[src/logic/tccc_pkg.sv]
package tccc_pkg;
  localparam int TB_W  = 16;
  localparam int PRE_W = 6;
  localparam int AD_W  = 8;
  localparam int NCNT  = 2;

  // register byte offsets
  localparam logic [7:0] ADDR_CNT_CTRL = 8'h00;
  localparam logic [7:0] ADDR_CNT_VAL  = 8'h04;
  localparam logic [7:0] CNT_STRIDE    = 8'h08;
  localparam logic [7:0] ADDR_MOD_VAL  = 8'h10;
  localparam logic [7:0] ADDR_SA_CTRL  = 8'h14;
  localparam logic [7:0] ADDR_SA_VAL   = 8'h18;
  localparam logic [7:0] ADDR_DA_CTRL  = 8'h1c;
  localparam logic [7:0] ADDR_DA_A     = 8'h20;
  localparam logic [7:0] ADDR_DA_B     = 8'h24;
  localparam logic [7:0] ADDR_DA_PAIR  = 8'h28;

  // counter clock sources: 0..5 prescaler taps /2../64
  localparam logic [2:0] CLK_EXT_RISE = 3'h6;
  localparam logic [2:0] CLK_EXT_FALL = 3'h7;

  localparam logic [TB_W-1:0] TB_ZERO = 16'h0000;
  localparam logic [TB_W-1:0] TB_ONES = 16'hffff;
  localparam logic [31:0]     RD_ZERO = 32'h0000_0000;

  typedef enum logic [1:0] {
    DA_WIDTH  = 2'h0,
    DA_PERIOD = 2'h1,
    DA_PULSE  = 2'h2,
    DA_PWM    = 2'h3
  } tccc_da_mode_t;

  typedef enum logic [1:0] {
    SA_TOGGLE = 2'h0,
    SA_SET    = 2'h1,
    SA_CLEAR  = 2'h2,
    SA_HOLD   = 2'h3
  } tccc_sa_act_t;

  typedef struct packed {
    logic         irqEn;
    tccc_sa_act_t act;
    logic         busSel;
    logic         risePol;
    logic         cmpMode;
  } tccc_sa_ctrl_t;

  typedef struct packed {
    logic [2:0]    maskBits;
    logic          firstIrq;
    logic          irqEn;
    logic          busSel;
    logic          risePol;
    tccc_da_mode_t mode;
  } tccc_da_ctrl_t;

  typedef struct packed {
    logic       irqEn;
    logic [2:0] clkSel;
  } tccc_cnt_ctrl_t;

  localparam int SA_CTRL_W  = $bits(tccc_sa_ctrl_t);
  localparam int DA_CTRL_W  = $bits(tccc_da_ctrl_t);
  localparam int CNT_CTRL_W = $bits(tccc_cnt_ctrl_t);
endpackage

[src/logic/tccc_top.sv]
// Added by the designer: the APB interface to the registers and the register addresses.
`timescale 1ns/1ns
module tccc_top (
  // clock and reset
  input  wire logic                     sys_clk,
  input  wire logic                     reset,
  // apb slave
  input  wire logic                     psel,
  input  wire logic                     penable,
  input  wire logic                     pwrite,
  input  wire logic [tccc_pkg::AD_W-1:0] paddr,
  input  wire logic [31:0]              pwdata,
  output logic      [31:0]              prdata,
  output logic                          pready,
  output logic                          pslverr,
  // pins
  input  wire logic                     extIn,
  input  wire logic                     saIn,
  input  wire logic                     daIn,
  output logic                          saOut,
  output logic                          daOut,
  // interrupt requests, one-cycle pulses
  output logic [tccc_pkg::NCNT-1:0]     cntIrq,
  output logic                          saIrq,
  output logic                          daIrq
);
  localparam int TW = tccc_pkg::TB_W;

  function automatic logic at(input logic [7:0] a, input logic [7:0] off);
    return a == off;
  endfunction

  tccc_pkg::tccc_cnt_ctrl_t cntCtrl_reg [tccc_pkg::NCNT];
  logic [TW-1:0]            cnt_reg     [tccc_pkg::NCNT];
  logic [tccc_pkg::NCNT-1:0] stepped_reg;
  logic [TW-1:0]            modVal_reg;
  tccc_pkg::tccc_sa_ctrl_t  saCtrl_reg;
  tccc_pkg::tccc_da_ctrl_t  daCtrl_reg;
  logic [TW-1:0]            saVal_reg;
  logic [TW-1:0]            primary_value_reg;
  logic [TW-1:0]            first_stage_reg;
  logic [TW-1:0]            second_stage_reg;
  logic [tccc_pkg::PRE_W-1:0] pre_reg;
  logic [tccc_pkg::PRE_W-1:0] preTick;
  logic                     extPrev_reg, saPrev_reg, daPrev_reg;
  logic                     aArm_reg, bArm_reg;
  logic                     wrEn, rdCap, addrOk;
  logic [31:0]              rdNext;

  // apb: one wait state, so read data is a flop and stays coherent
  assign wrEn  = psel && penable && pready && pwrite;
  assign rdCap = psel && penable && !pready;
  assign addrOk = (paddr[1:0] == 2'h0) && (paddr <= tccc_pkg::ADDR_DA_PAIR);

  always_ff @(posedge sys_clk) begin
    if (reset) begin
      pready  <= 1'b0;
      pslverr <= 1'b0;
      prdata  <= tccc_pkg::RD_ZERO;
    end else begin
      pready <= rdCap;
      if (rdCap) begin
        pslverr <= !addrOk;
        prdata  <= pwrite ? tccc_pkg::RD_ZERO : rdNext;
      end
    end
  end

  always_comb begin
    rdNext = tccc_pkg::RD_ZERO;
    for (int g = 0; g < tccc_pkg::NCNT; g++) begin
      if (at(paddr, tccc_pkg::ADDR_CNT_CTRL + 8'(g) * tccc_pkg::CNT_STRIDE))
        rdNext = 32'(cntCtrl_reg[g]);
      if (at(paddr, tccc_pkg::ADDR_CNT_VAL + 8'(g) * tccc_pkg::CNT_STRIDE))
        rdNext = 32'(cnt_reg[g]);
    end
    if (at(paddr, tccc_pkg::ADDR_MOD_VAL)) rdNext = 32'(modVal_reg);
    if (at(paddr, tccc_pkg::ADDR_SA_CTRL)) rdNext = 32'(saCtrl_reg);
    if (at(paddr, tccc_pkg::ADDR_SA_VAL))  rdNext = 32'(saVal_reg);
    if (at(paddr, tccc_pkg::ADDR_DA_CTRL)) rdNext = 32'(daCtrl_reg);
    if (at(paddr, tccc_pkg::ADDR_DA_A))    rdNext = 32'(primary_value_reg);
    if (at(paddr, tccc_pkg::ADDR_DA_B))    rdNext = 32'(second_stage_reg);
    if (at(paddr, tccc_pkg::ADDR_DA_PAIR))
      rdNext = {primary_value_reg, second_stage_reg};
  end

  // prescaler taps; tap k pulses once every 2^(k+1) cycles
  always_ff @(posedge sys_clk) begin
    if (reset) begin
      pre_reg     <= '0;
      extPrev_reg <= 1'b0;
      saPrev_reg  <= 1'b0;
      daPrev_reg  <= 1'b0;
    end else begin
      pre_reg     <= pre_reg + 1'b1;
      extPrev_reg <= extIn;
      saPrev_reg  <= saIn;
      daPrev_reg  <= daIn;
    end
  end

  for (genvar k = 0; k < tccc_pkg::PRE_W; k++) begin : gTap
    assign preTick[k] = &pre_reg[k:0];
  end

  function automatic logic stepOf(input logic [2:0] sel,
                                  input logic [tccc_pkg::PRE_W-1:0] tk,
                                  input logic rise, input logic fall);
    if (sel == tccc_pkg::CLK_EXT_RISE) return rise;
    if (sel == tccc_pkg::CLK_EXT_FALL) return fall;
    return tk[sel];
  endfunction

  // counter 0 is free-running, counter 1 reloads the modulus
  for (genvar g = 0; g < tccc_pkg::NCNT; g++) begin : gCnt
    logic step, wrCtrl, wrCnt, wrap;
    assign step = stepOf(cntCtrl_reg[g].clkSel, preTick,
                         extIn && !extPrev_reg, !extIn && extPrev_reg);
    assign wrCtrl = wrEn && at(paddr, tccc_pkg::ADDR_CNT_CTRL
                               + 8'(g) * tccc_pkg::CNT_STRIDE);
    assign wrCnt  = wrEn && at(paddr, tccc_pkg::ADDR_CNT_VAL
                               + 8'(g) * tccc_pkg::CNT_STRIDE);
    assign wrap   = step && (cnt_reg[g] == tccc_pkg::TB_ONES) && !wrCnt;

    always_ff @(posedge sys_clk) begin
      if (reset) begin
        cntCtrl_reg[g] <= '0;
        cnt_reg[g]     <= tccc_pkg::TB_ZERO;
        stepped_reg[g] <= 1'b0;
        cntIrq[g]      <= 1'b0;
      end else begin
        if (wrCtrl)
          cntCtrl_reg[g] <= pwdata[tccc_pkg::CNT_CTRL_W-1:0];
        if (wrCnt)
          cnt_reg[g] <= pwdata[TW-1:0];
        else if (wrap)
          cnt_reg[g] <= (g == 1) ? modVal_reg : tccc_pkg::TB_ZERO;
        else if (step)
          cnt_reg[g] <= cnt_reg[g] + 1'b1;
        stepped_reg[g] <= step || wrCnt;
        cntIrq[g]      <= wrap && cntCtrl_reg[g].irqEn;
      end
    end
  end

  // channel side decode
  logic [TW-1:0] saBus, daBus, mask;
  logic          saFresh, daFresh, saEdge, lead, trail, saMatch;
  logic          matchA, matchB, wrSaVal, wrDaA, wrDaB, fireA, fireB;

  assign saBus   = cnt_reg[saCtrl_reg.busSel];
  assign saFresh = stepped_reg[saCtrl_reg.busSel];
  assign daBus   = cnt_reg[daCtrl_reg.busSel];
  assign daFresh = stepped_reg[daCtrl_reg.busSel];
  assign saEdge  = saCtrl_reg.risePol ? (saIn && !saPrev_reg)
                                      : (!saIn && saPrev_reg);
  assign lead    = daCtrl_reg.risePol ? (daIn && !daPrev_reg)
                                      : (!daIn && daPrev_reg);
  assign trail   = daCtrl_reg.risePol ? (!daIn && daPrev_reg)
                                      : (daIn && !daPrev_reg);
  assign wrSaVal = wrEn && at(paddr, tccc_pkg::ADDR_SA_VAL);
  assign wrDaA   = wrEn && at(paddr, tccc_pkg::ADDR_DA_A);
  assign wrDaB   = wrEn && at(paddr, tccc_pkg::ADDR_DA_B);
  // masked high bits shorten the period by a power of two
  assign mask    = tccc_pkg::TB_ONES >> daCtrl_reg.maskBits;
  // a match only counts on a fresh time-base value, so a stopped
  // counter cannot fire the same compare every cycle
  assign saMatch = saCtrl_reg.cmpMode && saFresh && (saBus == saVal_reg);
  assign matchA  = daFresh && ((daBus & mask) == (primary_value_reg & mask));
  assign matchB  = daFresh && ((daBus & mask) == (second_stage_reg & mask));
  assign fireA   = matchA && ((daCtrl_reg.mode == tccc_pkg::DA_PWM) ||
                   (daCtrl_reg.mode == tccc_pkg::DA_PULSE && aArm_reg));
  assign fireB   = !fireA && matchB &&
                   ((daCtrl_reg.mode == tccc_pkg::DA_PWM) ||
                   (daCtrl_reg.mode == tccc_pkg::DA_PULSE && bArm_reg));

  always_ff @(posedge sys_clk) begin
    if (reset) begin
      modVal_reg <= tccc_pkg::TB_ZERO;
      saCtrl_reg <= '0;
      daCtrl_reg <= '0;
    end else if (wrEn) begin
      if (at(paddr, tccc_pkg::ADDR_MOD_VAL)) modVal_reg <= pwdata[TW-1:0];
      if (at(paddr, tccc_pkg::ADDR_SA_CTRL))
        saCtrl_reg <= pwdata[tccc_pkg::SA_CTRL_W-1:0];
      if (at(paddr, tccc_pkg::ADDR_DA_CTRL))
        daCtrl_reg <= pwdata[tccc_pkg::DA_CTRL_W-1:0];
    end
  end

  // single-action channel
  always_ff @(posedge sys_clk) begin
    if (reset) begin
      saVal_reg <= tccc_pkg::TB_ZERO;
      saOut     <= 1'b0;
      saIrq     <= 1'b0;
    end else begin
      if (wrSaVal)
        saVal_reg <= pwdata[TW-1:0];
      else if (!saCtrl_reg.cmpMode && saEdge)
        saVal_reg <= saBus;
      if (saMatch) begin
        unique case (saCtrl_reg.act)
          tccc_pkg::SA_TOGGLE: saOut <= !saOut;
          tccc_pkg::SA_SET:    saOut <= 1'b1;
          tccc_pkg::SA_CLEAR:  saOut <= 1'b0;
          tccc_pkg::SA_HOLD:   saOut <= saOut;
        endcase
      end
      saIrq <= saCtrl_reg.irqEn &&
               (saCtrl_reg.cmpMode ? saMatch : saEdge);
    end
  end

  // double-action channel stages; a software write beats hardware
  always_ff @(posedge sys_clk) begin
    if (reset) begin
      primary_value_reg <= tccc_pkg::TB_ZERO;
      first_stage_reg   <= tccc_pkg::TB_ZERO;
      second_stage_reg  <= tccc_pkg::TB_ZERO;
    end else if (wrDaA) begin
      primary_value_reg <= pwdata[TW-1:0];
    end else if (wrDaB) begin
      if (daCtrl_reg.mode == tccc_pkg::DA_PULSE)
        second_stage_reg <= pwdata[TW-1:0];
      else
        first_stage_reg <= pwdata[TW-1:0];
    end else begin
      unique case (daCtrl_reg.mode)
        tccc_pkg::DA_WIDTH: begin
          if (lead)
            first_stage_reg <= daBus;
          if (trail) begin
            primary_value_reg <= daBus;
            second_stage_reg  <= first_stage_reg;
          end
        end
        tccc_pkg::DA_PERIOD: begin
          if (lead) begin
            primary_value_reg <= daBus;
            second_stage_reg  <= first_stage_reg;
            first_stage_reg   <= daBus;
          end
        end
        tccc_pkg::DA_PWM: begin
          if (fireA)
            second_stage_reg <= first_stage_reg;
        end
        tccc_pkg::DA_PULSE: begin
        end
      endcase
    end
  end

  // pulse arming: a write re-arms even if a match clears it that cycle
  always_ff @(posedge sys_clk) begin
    if (reset) begin
      aArm_reg <= 1'b0;
      bArm_reg <= 1'b0;
    end else begin
      aArm_reg <= wrDaA || (aArm_reg && !fireA);
      bArm_reg <= (wrDaB && daCtrl_reg.mode == tccc_pkg::DA_PULSE) ||
                  (bArm_reg && !fireB);
    end
  end

  always_ff @(posedge sys_clk) begin
    if (reset) begin
      daOut <= 1'b0;
      daIrq <= 1'b0;
    end else begin
      if (fireA)
        daOut <= daCtrl_reg.risePol;
      else if (fireB)
        daOut <= !daCtrl_reg.risePol;
      unique case (daCtrl_reg.mode)
        tccc_pkg::DA_WIDTH:
          daIrq <= daCtrl_reg.irqEn &&
                   (trail || (daCtrl_reg.firstIrq && lead));
        tccc_pkg::DA_PERIOD:
          daIrq <= daCtrl_reg.irqEn && lead;
        tccc_pkg::DA_PULSE:
          daIrq <= daCtrl_reg.irqEn &&
                   (fireB || (daCtrl_reg.firstIrq && fireA));
        tccc_pkg::DA_PWM:
          daIrq <= daCtrl_reg.irqEn && fireA;
      endcase
    end
  end
endmodule // tccc_top

[config.mk]
export PLATFORM = sky130hd
export DESIGN_NAME = tccc_top
export DESIGN_NICKNAME = d
export VERILOG_FILES = /design/src/logic/tccc_pkg.sv /design/src/logic/tccc_top.sv
export SDC_FILE = /design/constraint.sdc
export NUM_CORES = 1
export LEC_CHECK = 0
export BUFFER_PORTS_ARGS = -buffer_cell sky130_fd_sc_hd__buf_2
export CAP_MARGIN = 20
export CORE_MARGIN = 5
export CORE_UTILIZATION = 50
export CTS_BUF_LIST = sky130_fd_sc_hd__clkbuf_4 sky130_fd_sc_hd__clkbuf_8
export DETAILED_ROUTE_END_ITERATION = 8
export PLACE_DENSITY_LB_ADDON = 0.1
export SLEW_MARGIN = 20
export SYNTH_ARGS = -nofsm -noshare
export SYNTH_HDL_FRONTEND = slang
export SYNTH_SLANG_ARGS = --single-unit
[constraint.sdc]
create_clock -name sys_clk -period 2.45 [get_ports sys_clk]
set_input_delay 0.49 -clock sys_clk [delete_from_list [all_inputs] [get_ports sys_clk]]
set_output_delay 0.49 -clock sys_clk [all_outputs]
set_load 0.01 [all_outputs]
==> metrics.txt, run 1 <==
min Tclk post-route=2594 ps; Post-synth EDFFs=40; Worst setup EP type=register; Final Non-Filler Cells=1708; measured slew at the worst slew-check pin=768.1 ps; Root Buffer=clkbuf_8; Clk pin slew, worst setup/hold paths=110 ps; initial antenna violation count=0; Seq/Total Area, Yosys=40.41%; Pins Over Slew Limit=0; slowest CP cell=dfxtp_4; Die X=154.2 µm; number of setup violations in the final report=33; routed vias=10410; DRC Markers=0; final setup margin=-143.8 ps; most common cell in the synthesized netlist=nand2_1; skew final=16.83 ps; placed cells=1659; CTS tree=done; Arr. time, crit path=2820 ps; crit path kind=reg2reg; R2R cell count=11; slew margin rel.=48.80%; critical path endpoint=cnt_reg[1][4]$_SDFFCE_PN0P_; Die Ht=154.2 µm; post-synthesis cell area=0.01040 mm²; H-tree depth=4; Syn-to-layout area delta=29.87%; worst r2r src=pre_reg[0]$_SDFF_PP0_; Max-Cap Viols=0; final WL=35790 µm; failing checks=negative setup slack; Initial Util=51.09%; Core ar.=0.02036 mm²; clock latency on the worst-skew pair=480 ps; ant diodes=0; cts bufs inserted=17; clock buffer depth=2; global-route wire length before repair=53810 µm; die area=0.02379 mm²; GRT Overall Usage=28.39%; dpl cell area=0.01220 mm²; Avg Synthesized Cell Area=8.343 µm²; grt ovf=0; Post-Syn Nets=1302; wire per inst=20.95 µm; IO Count=88; hold_buf cts=0; Min-Delay Path Class=in2reg; PortBufs=71; worst setup path start=pre_reg[0]$_SDFF_PP0_; leakage=0.004985 µW; worst path required time=2680 ps; peak supply drop=364.1 µV; Yosys cell types=73; Final nets=1480; Yosys Warn Count=0; Sink Count=190; CP peak stage delay=370 ps; Highest Clock Rate=385.5 MHz; Final Hold Fails=0; top cells by count, synth=nand2_1 (181), dfxtp_1 (150), nor2_1 (144); largest net degree at the start of global routing=140; DP Wirelength=24610 µm; std cell rows=52; post-route cell area=0.01351 mm²; Worst R2R Setup Slack=-140 ps; highest net fanout along the worst path=2; status=finished with violations; share of cells above drive strength 1=27.61%; flops & latches, synth=190; initial drt markers=1245; Routed Antenna Nets=0; Worst Setup Start Kind=register; crit path cell chain=ha_4, and3_4, ha_4, mux2i_1, mux2_4, a211o_1, buf_6, or3_4, buf_6, a211oi_2, nor3_2; Main synth FF type=dfxtp_1; vias in the first global route=9440; RSZ-0062 raised after global routing=true; Avg Vias per Cell=6.094; Reg-to-Reg End=cnt_reg[1][4]$_SDFFCE_PN0P_; post-synth top area share=28.86%; asr flop ratio synth=0%; WHS=236.4 ps; global placement routability congestion=0.9729; crit share post-route=105.9%; most area-consuming cells after synthesis=dfxtp_1 (29%), edfxtp_1 (12%), nand2_1 (6.5%); post-synthesis cell type with the largest combined area=dfxtp_1; Pre-antenna DRT Iters=8; Synth Instances=1247; PD cells=495.7 mW/mm²
cell usage in the layout (no fill, tap or decap), types with 19 or more instances in the layout:
cell type	instances
a222oi_1	21
o21ai_0	33
a22oi_1	20
edfxtp_1	40
xnor2_1	47
nor2_1	142
dfxtp_1	146
a21oi_1	125
buf_2	70
o211ai_1	40
nor3_1	19
a211oi_1	29
nand3_1	23
nand2_1	178
mux2i_1	20
buf_4	146
final cells by class:
class                      count  area, µm²
tap                          270      337.8
sequential                   190       4217
clock inverter                15      173.9
fill                        1699       6853
clock buffer                  17      234.0
inverter                      13      48.80
multi-input combinational    953       6456
timing repair buffer         250       2044
layer usage:
metal | up-vias | routed length, µm | global-route usage [%]
met5 | - | 0 | 0
met4 | 0 | 1098 | 10.26
met3 | 74 | 2784 | 4.303
met2 | 485 | 16480 | 44.34
met1 | 4959 | 15420 | 40.08
li1 | 4891 | - | -
cells by family (layout without fill, tap and decap cells):
family	count (synthesis)	count (layout)	share of synthesized area (%)
AO/OA/AOI/OAI	354	355	22.73
multiplexers	47	47	4.847
adder cells (fa/ha/maj)	7	7	0.8418
AND/OR/NAND/NOR	473	473	20.94
XOR/XNOR	71	71	5.977
buffers and inverters	105	295	4.257
flip-flops	190	190	40.41
critical path, delay by kind of cell (launching register included):
family,cells,cell delay [ps]
AO/OA/AOI/OAI,2,480
adder cells (fa/ha/maj),2,250
buffers and inverters,2,280
flip-flops,1,370
multiplexers,2,350
AND/OR/NAND/NOR,3,620
where the power goes:
group	total [µW]	leakage, µW	switching, µW	internal, µW
clock network	2170	0.000205	1310	860
logic	1060	0.00313	575	481
registers	3470	0.00165	162	3310
stage by stage:
step / utilization, % / TNS [ps] / worst slack, ps / power (µW)
after detailed placement: 59.93 / -11970 / -262.0 / 4404
after floorplan: - / -26.13 / -13.43 / 3992
final: 66.35 / -1409 / -143.8 / 6697
after global routing: 66.35 / -5090 / -205.5 / 6928
after CTS: 63.39 / -1090 / -210.6 / 6575
after global placement: 59.93 / -7888 / -205.4 / 4389
how the worst min path moves through the flow:
stage                                       from                      to  slack, ps  depth (start not counted)
after floorplan            pre_reg[0]$_SDFF_PP0_   pre_reg[0]$_SDFF_PP0_        440                          1
after global placement    prdata[5]$_SDFFE_PP0P_  prdata[5]$_SDFFE_PP0P_        440                          2
after detailed placement  prdata[5]$_SDFFE_PP0P_  prdata[5]$_SDFFE_PP0P_        460                          2
after CTS                                  extIn  extPrev_reg$_SDFF_PP0_        230                          2
after global routing                       extIn  extPrev_reg$_SDFF_PP0_        220                          2
final                                      extIn  extPrev_reg$_SDFF_PP0_        240                          2
what timing repair did:
| action | CTS | global route |
|---|---|---|
| pin swaps | 20 | 41 |
| resized for setup | 45 | 87 |
| endpoints found under the setup margin | 50 | 61 |
| setup buffers | 7 | 6 |
| gates cloned | 1 | 5 |
Note: power is estimated with default switching activity, not from simulation.
==> run 2, diff against run 1 <==
- SKIP_CTS_REPAIR_TIMING: not set -> 1
==> metrics.txt, run 2 (synthesis results as in run 1) <==
status=finished with violations (unchanged); failing checks=design-rule violations, negative setup slack (was negative setup slack); initial antenna violation count=0 (unchanged); Routed Antenna Nets=0 (unchanged); highest net fanout along the worst path=2 (unchanged); Die X=154.2 µm (unchanged); Initial Util=51.09% (unchanged); slowest CP cell=dfxtp_4 (unchanged); IO Count=88 (unchanged); crit share post-route=108.5% (was 105.9%); routed vias=10350 (was 10410); Arr. time, crit path=2890 ps (was 2820 ps); largest net degree at the start of global routing=140 (unchanged); Syn-to-layout area delta=26.58% (was 29.87%); CP bufs+invs=2 (unchanged); slew margin rel.=54.66% (was 48.80%); Core ar.=0.02036 mm² (unchanged); most frequent cells in the layout=nand2_1 (180), dfxtp_1 (146), buf_4 (145), nor2_1 (142), a21oi_1 (126) (was nand2_1 (178), dfxtp_1 (146), buf_4 (146), nor2_1 (142), a21oi_1 (125)); clock latency on the worst-skew pair=480 ps (about the same); most common cell after layout, fill and taps aside=nand2_1 (unchanged); die area=0.02379 mm² (unchanged); TNS Setup=-1566 ps (was -1409 ps); share of cells above drive strength 1=26.83% (was 27.61%); ant diodes=0 (unchanged); Worst R2R Setup Slack=-210 ps (was -140 ps); peak supply drop=357.8 µV (was 364.1 µV); cts bufs inserted=17 (unchanged); final WL=35270 µm (was 35790 µm); Final nets=1473 (was 1480); CP peak stage delay=370 ps (about the same); grt ovf=0 (unchanged); skew final=16.55 ps (was 16.83 ps); post-route cell area=0.01317 mm² (was 0.01351 mm²); GRT Overall Usage=28.06% (was 28.39%); DP Wirelength=24610 µm (unchanged); Worst setup EP type=register (unchanged); global placement routability congestion=0.9729 (unchanged); DRC Markers=3 (was 0); clock network power share=32.6% (was 32.4%); CTS tree=done (unchanged); Net Sw Frac=30.33% (was 30.60%); vias in the first global route=9287 (was 9440); Tot Pwr=6630 µW (was 6697 µW); PortBufs=71 (unchanged); H-tree depth=4 (unchanged); Pint=4619 µW (was 4648 µW); final setup margin=-209.0 ps (was -143.8 ps); net switching power=2011 µW (was 2049 µW); number of setup violations in the final report=15 (was 33); std cell rows=52 (unchanged); Crit path max-delay family=simple AND/OR/NAND/NOR gates (unchanged); Die Ht=154.2 µm (unchanged); Final Util=64.67% (was 66.35%); Highest Clock Rate=376.1 MHz (was 385.5 MHz); global-route wire length before repair=53090 µm (was 53810 µm); crit path kind=reg2reg (unchanged); wire per inst=20.74 µm (was 20.95 µm); PD cells=503.4 mW/mm² (was 495.7 mW/mm²); Pins Over Slew Limit=0 (unchanged); dpl ws=-262.0 ps (unchanged); min Tclk post-route=2659 ps (was 2594 ps); logic gate share of total power=15.2% (was 15.8%); leakage=0.004808 µW (was 0.004985 µW); crit path cell chain=ha_4, and3_4, ha_4, mux2i_1, mux2_4, a211o_1, buf_6, or3_4, buf_6, a211oi_2, nor3_2 (unchanged); RSZ-0062 raised after global routing=true (unchanged); Clk pin slew, worst setup/hold paths=110 ps (about the same); Sink Count=190 (unchanged); Min-Delay Path Class=in2reg (unchanged); worst path required time=2680 ps (about the same); Max-Cap Viols=0 (unchanged); Worst Setup Start Kind=register (unchanged); Avg Vias per Cell=6.084 (was 6.094); Root Buffer=clkbuf_8 (unchanged); dpl cell area=0.01220 mm² (unchanged); Pre-antenna DRT Iters=9 (was 8); initial drt markers=1357 (was 1245); sequential share of power=52.2% (was 51.8%); Final Hold Fails=0 (unchanged); clock buffer depth=2 (unchanged); measured slew at the worst slew-check pin=680.2 ps (was 768.1 ps)
## run 2: changes by cell type in the layout (fill, tap and decap cells not counted), sizes merged
cell    previous run  this run
buf              246       240
clkbuf            21        20
## run 2: worst paths after layout
kind,start,endpoint,cells past startpoint
min,extIn,extPrev_reg$_SDFF_PP0_,2
min reg2reg,prdata[5]$_SDFFE_PP0P_,prdata[5]$_SDFFE_PP0P_,2
max reg2reg,pre_reg[0]$_SDFF_PP0_,cnt_reg[1][4]$_SDFFCE_PN0P_,11
max,pre_reg[0]$_SDFF_PP0_,cnt_reg[1][4]$_SDFFCE_PN0P_,11
## run 2: cell type report
type | instances | area (µm²)
Fill cell | 1752 | 7196
Multi-Input combinational cell | 953 | 6221
Sequential cell | 190 | 4214
Timing Repair Buffer | 243 | 1939
Tap cell | 270 | 337.8
Clock buffer | 17 | 234.0
Clock inverter | 15 | 173.9
Inverter | 13 | 48.80
## run 2: stage by stage
stage                     hold WS, ps  std cells
after floorplan                 437.7       1247
after global placement          437.3       1659
after detailed placement        455.4       1659
after CTS                       227.1       1691
after global routing            225.5       1701
final                           240.1       1701
## run 2: routing by layer
metal	GRT usage [%]	vias up	share of wire (%)
met4	8.999	0	2.9
met5	0	-	0
met2	44.03	523	46
met1	39.69	4864	43
li1	-	4883	-
met3	4.582	79	8.2
## run 2: power by group through the flow
stage | combinational [µW] | sequential, µW | clock [µW]
final | 1010 | 3460 | 2160
after global routing | 1080 | 3470 | 2320
after CTS | 898 | 3440 | 2190
after detailed placement | 891 | 3510 | 0
after global placement | 878 | 3510 | 0
after floorplan | 517 | 3480 | 0
==> run 3, diff against run 2 <==
- SKIP_LAST_GASP: not set -> 1
==> metrics.txt, run 3 (synthesis results as in run 1) <==
most frequent cells in the layout=nand2_1 (180), buf_4 (147), dfxtp_1 (146), nor2_1 (142), a21oi_1 (126) (was nand2_1 (180), dfxtp_1 (146), buf_4 (145), nor2_1 (142), a21oi_1 (126)); metal3 WL=2778 µm (was 2903 µm); Worst R2R Setup Slack=-210 ps (about the same); Min-Delay Path Class=in2reg (unchanged); final WL=35090 µm (was 35270 µm); PortBufs=71 (unchanged); GRT Overall Usage=28.06% (unchanged); Arr. time, crit path=2900 ps (was 2890 ps); metal2 WL=16220 µm (was 16250 µm); Pre-antenna DRT Iters=7 (was 9); Worst Setup Start Kind=register (unchanged); ant diodes=0 (unchanged); Worst setup EP type=register (unchanged); Initial Util=51.09% (unchanged); Avg Vias per Cell=6.035 (was 6.084); CTS tree=done (unchanged); PD cells=504.2 mW/mm² (was 503.4 mW/mm²); Die Ht=154.2 µm (unchanged); crit share post-route=108.7% (was 108.5%); measured slew at the worst slew-check pin=739.7 ps (was 680.2 ps); crit path cell chain=ha_4, and3_4, ha_4, mux2i_1, mux2_4, a211o_1, buf_6, or3_4, buf_6, a211oi_2, nor3_2 (unchanged); Tot Pwr=6636 µW (was 6630 µW); wire per inst=20.63 µm (was 20.74 µm); Sink Count=190 (unchanged); highest net fanout along the worst path=2 (unchanged); final setup margin=-213.7 ps (was -209.0 ps); Reg-to-Reg End=cnt_reg[1][4]$_SDFFCE_PN0P_ (unchanged); Die X=154.2 µm (unchanged); H-tree depth=4 (unchanged); clock buffer depth=2 (unchanged); global placement routability congestion=0.9729 (unchanged); CP peak stage delay=370 ps (about the same); skew final=16.90 ps (was 16.55 ps); R2R cell count=11 (unchanged); grt ovf=0 (unchanged); status=finished with violations (unchanged); Final Non-Filler Cells=1701 (unchanged); Syn-to-layout area delta=26.51% (was 26.58%); RSZ-0062 raised after global routing=true (unchanged); cts bufs inserted=17 (unchanged); number of setup violations in the final report=15 (unchanged); Final nets=1473 (unchanged); routed metal-1 wire length=15170 µm (was 15100 µm); initial drt markers=1312 (was 1357); worst r2r src=pre_reg[0]$_SDFF_PP0_ (unchanged); worst setup path start=pre_reg[0]$_SDFF_PP0_ (unchanged); Routed Antenna Nets=0 (unchanged); IO Count=88 (unchanged); Root Buffer=clkbuf_8 (unchanged); std cell rows=52 (unchanged); clock latency on the worst-skew pair=490 ps (was 480 ps); Final Hold Fails=0 (unchanged); Clk pin slew, worst setup/hold paths=110 ps (about the same); peak supply drop=360.3 µV (was 357.8 µV); DP Wirelength=24610 µm (unchanged); global-route wire length before repair=53090 µm (unchanged); min Tclk post-route=2664 ps (was 2659 ps); vias in the first global route=9287 (unchanged); initial antenna violation count=0 (unchanged); crit path kind=reg2reg (unchanged); Pins Over Slew Limit=0 (unchanged); slowest CP cell=dfxtp_4 (unchanged); fill count=1753 (was 1752); slew margin rel.=50.68% (was 54.66%); Core ar.=0.02036 mm² (unchanged); TNS Setup=-1560 ps (was -1566 ps); share of cells above drive strength 1=26.83% (unchanged); placed cells=1659 (unchanged); worst path required time=2690 ps (was 2680 ps); leakage=0.004806 µW (was 0.004808 µW); most common cell after layout, fill and taps aside=nand2_1 (unchanged); Max-Cap Viols=0 (unchanged); routed vias=10270 (was 10350); DRC Markers=0 (was 3); top sig layer=met4 (unchanged); failing checks=negative setup slack (was design-rule violations, negative setup slack); Final Util=64.63% (was 64.67%); critical path endpoint=cnt_reg[1][4]$_SDFFCE_PN0P_ (unchanged); WHS=233.6 ps (was 240.1 ps); Highest Clock Rate=375.4 MHz (was 376.1 MHz); largest net degree at the start of global routing=140 (unchanged); die area=0.02379 mm² (unchanged)
run 3: cell count changes in the layout (fill, tap and decap cells not counted):
cell / previous run / this run
buf_6: 8 / 6
buf_4: 145 / 147
run 3: stage by stage:
stage	area (µm²)	setup slack, ps
after floorplan	10480	-13.43
after CTS	12610	-334.5
after global placement	12200	-205.4
after global routing	13160	-282.0
after detailed placement	12200	-262.0
final	13160	-213.7
run 3: metal layers:
metal | vias up | GRT usage, %
met5 | - | 0
met1 | 4831 | 39.69
met2 | 490 | 44.03
met4 | 0 | 8.999
li1 | 4880 | -
met3 | 65 | 4.582
run 3: power by group:
group	internal, µW	switching (µW)	total [µW]
combinational	450	553	1000
clock	860	1310	2170
sequential	3310	153	3460
run 3: worst min path at each step:
stage / startpoint / end / slack (ps) / cells after the start
global placement: prdata[5]$_SDFFE_PP0P_ / prdata[5]$_SDFFE_PP0P_ / 440 / 2
CTS: extIn / extPrev_reg$_SDFF_PP0_ / 230 / 2
finish: extIn / extPrev_reg$_SDFF_PP0_ / 230 / 2
floorplan: pre_reg[0]$_SDFF_PP0_ / pre_reg[0]$_SDFF_PP0_ / 440 / 1
detailed placement: prdata[5]$_SDFFE_PP0P_ / prdata[5]$_SDFFE_PP0P_ / 460 / 2
global route: extIn / extPrev_reg$_SDFF_PP0_ / 230 / 2
run 3: area by class of cell:
| cell class | count | area [µm²] | share of cell area (%) |
|---|---|---|---|
| clock buffer | 17 | 234.0 | 1.778 |
| clock inverter | 15 | 173.9 | 1.321 |
| inverter | 13 | 48.80 | 0.3708 |
| multi-input combinational | 953 | 6221 | 47.27 |
| sequential | 190 | 4214 | 32.02 |
| tap | 270 | 337.8 | 2.567 |
| timing repair buffer | 243 | 1932 | 14.68 |
run 3: worst max-delay path, delay by kind of cell (launching register included):
family	cells	cell delay, ps
AO/OA/AOI/OAI	2	550
buffers and inverters	2	280
adder cells (fa/ha/maj)	2	250
flip-flops	1	370
AND/OR/NAND/NOR	3	610
multiplexers	2	340
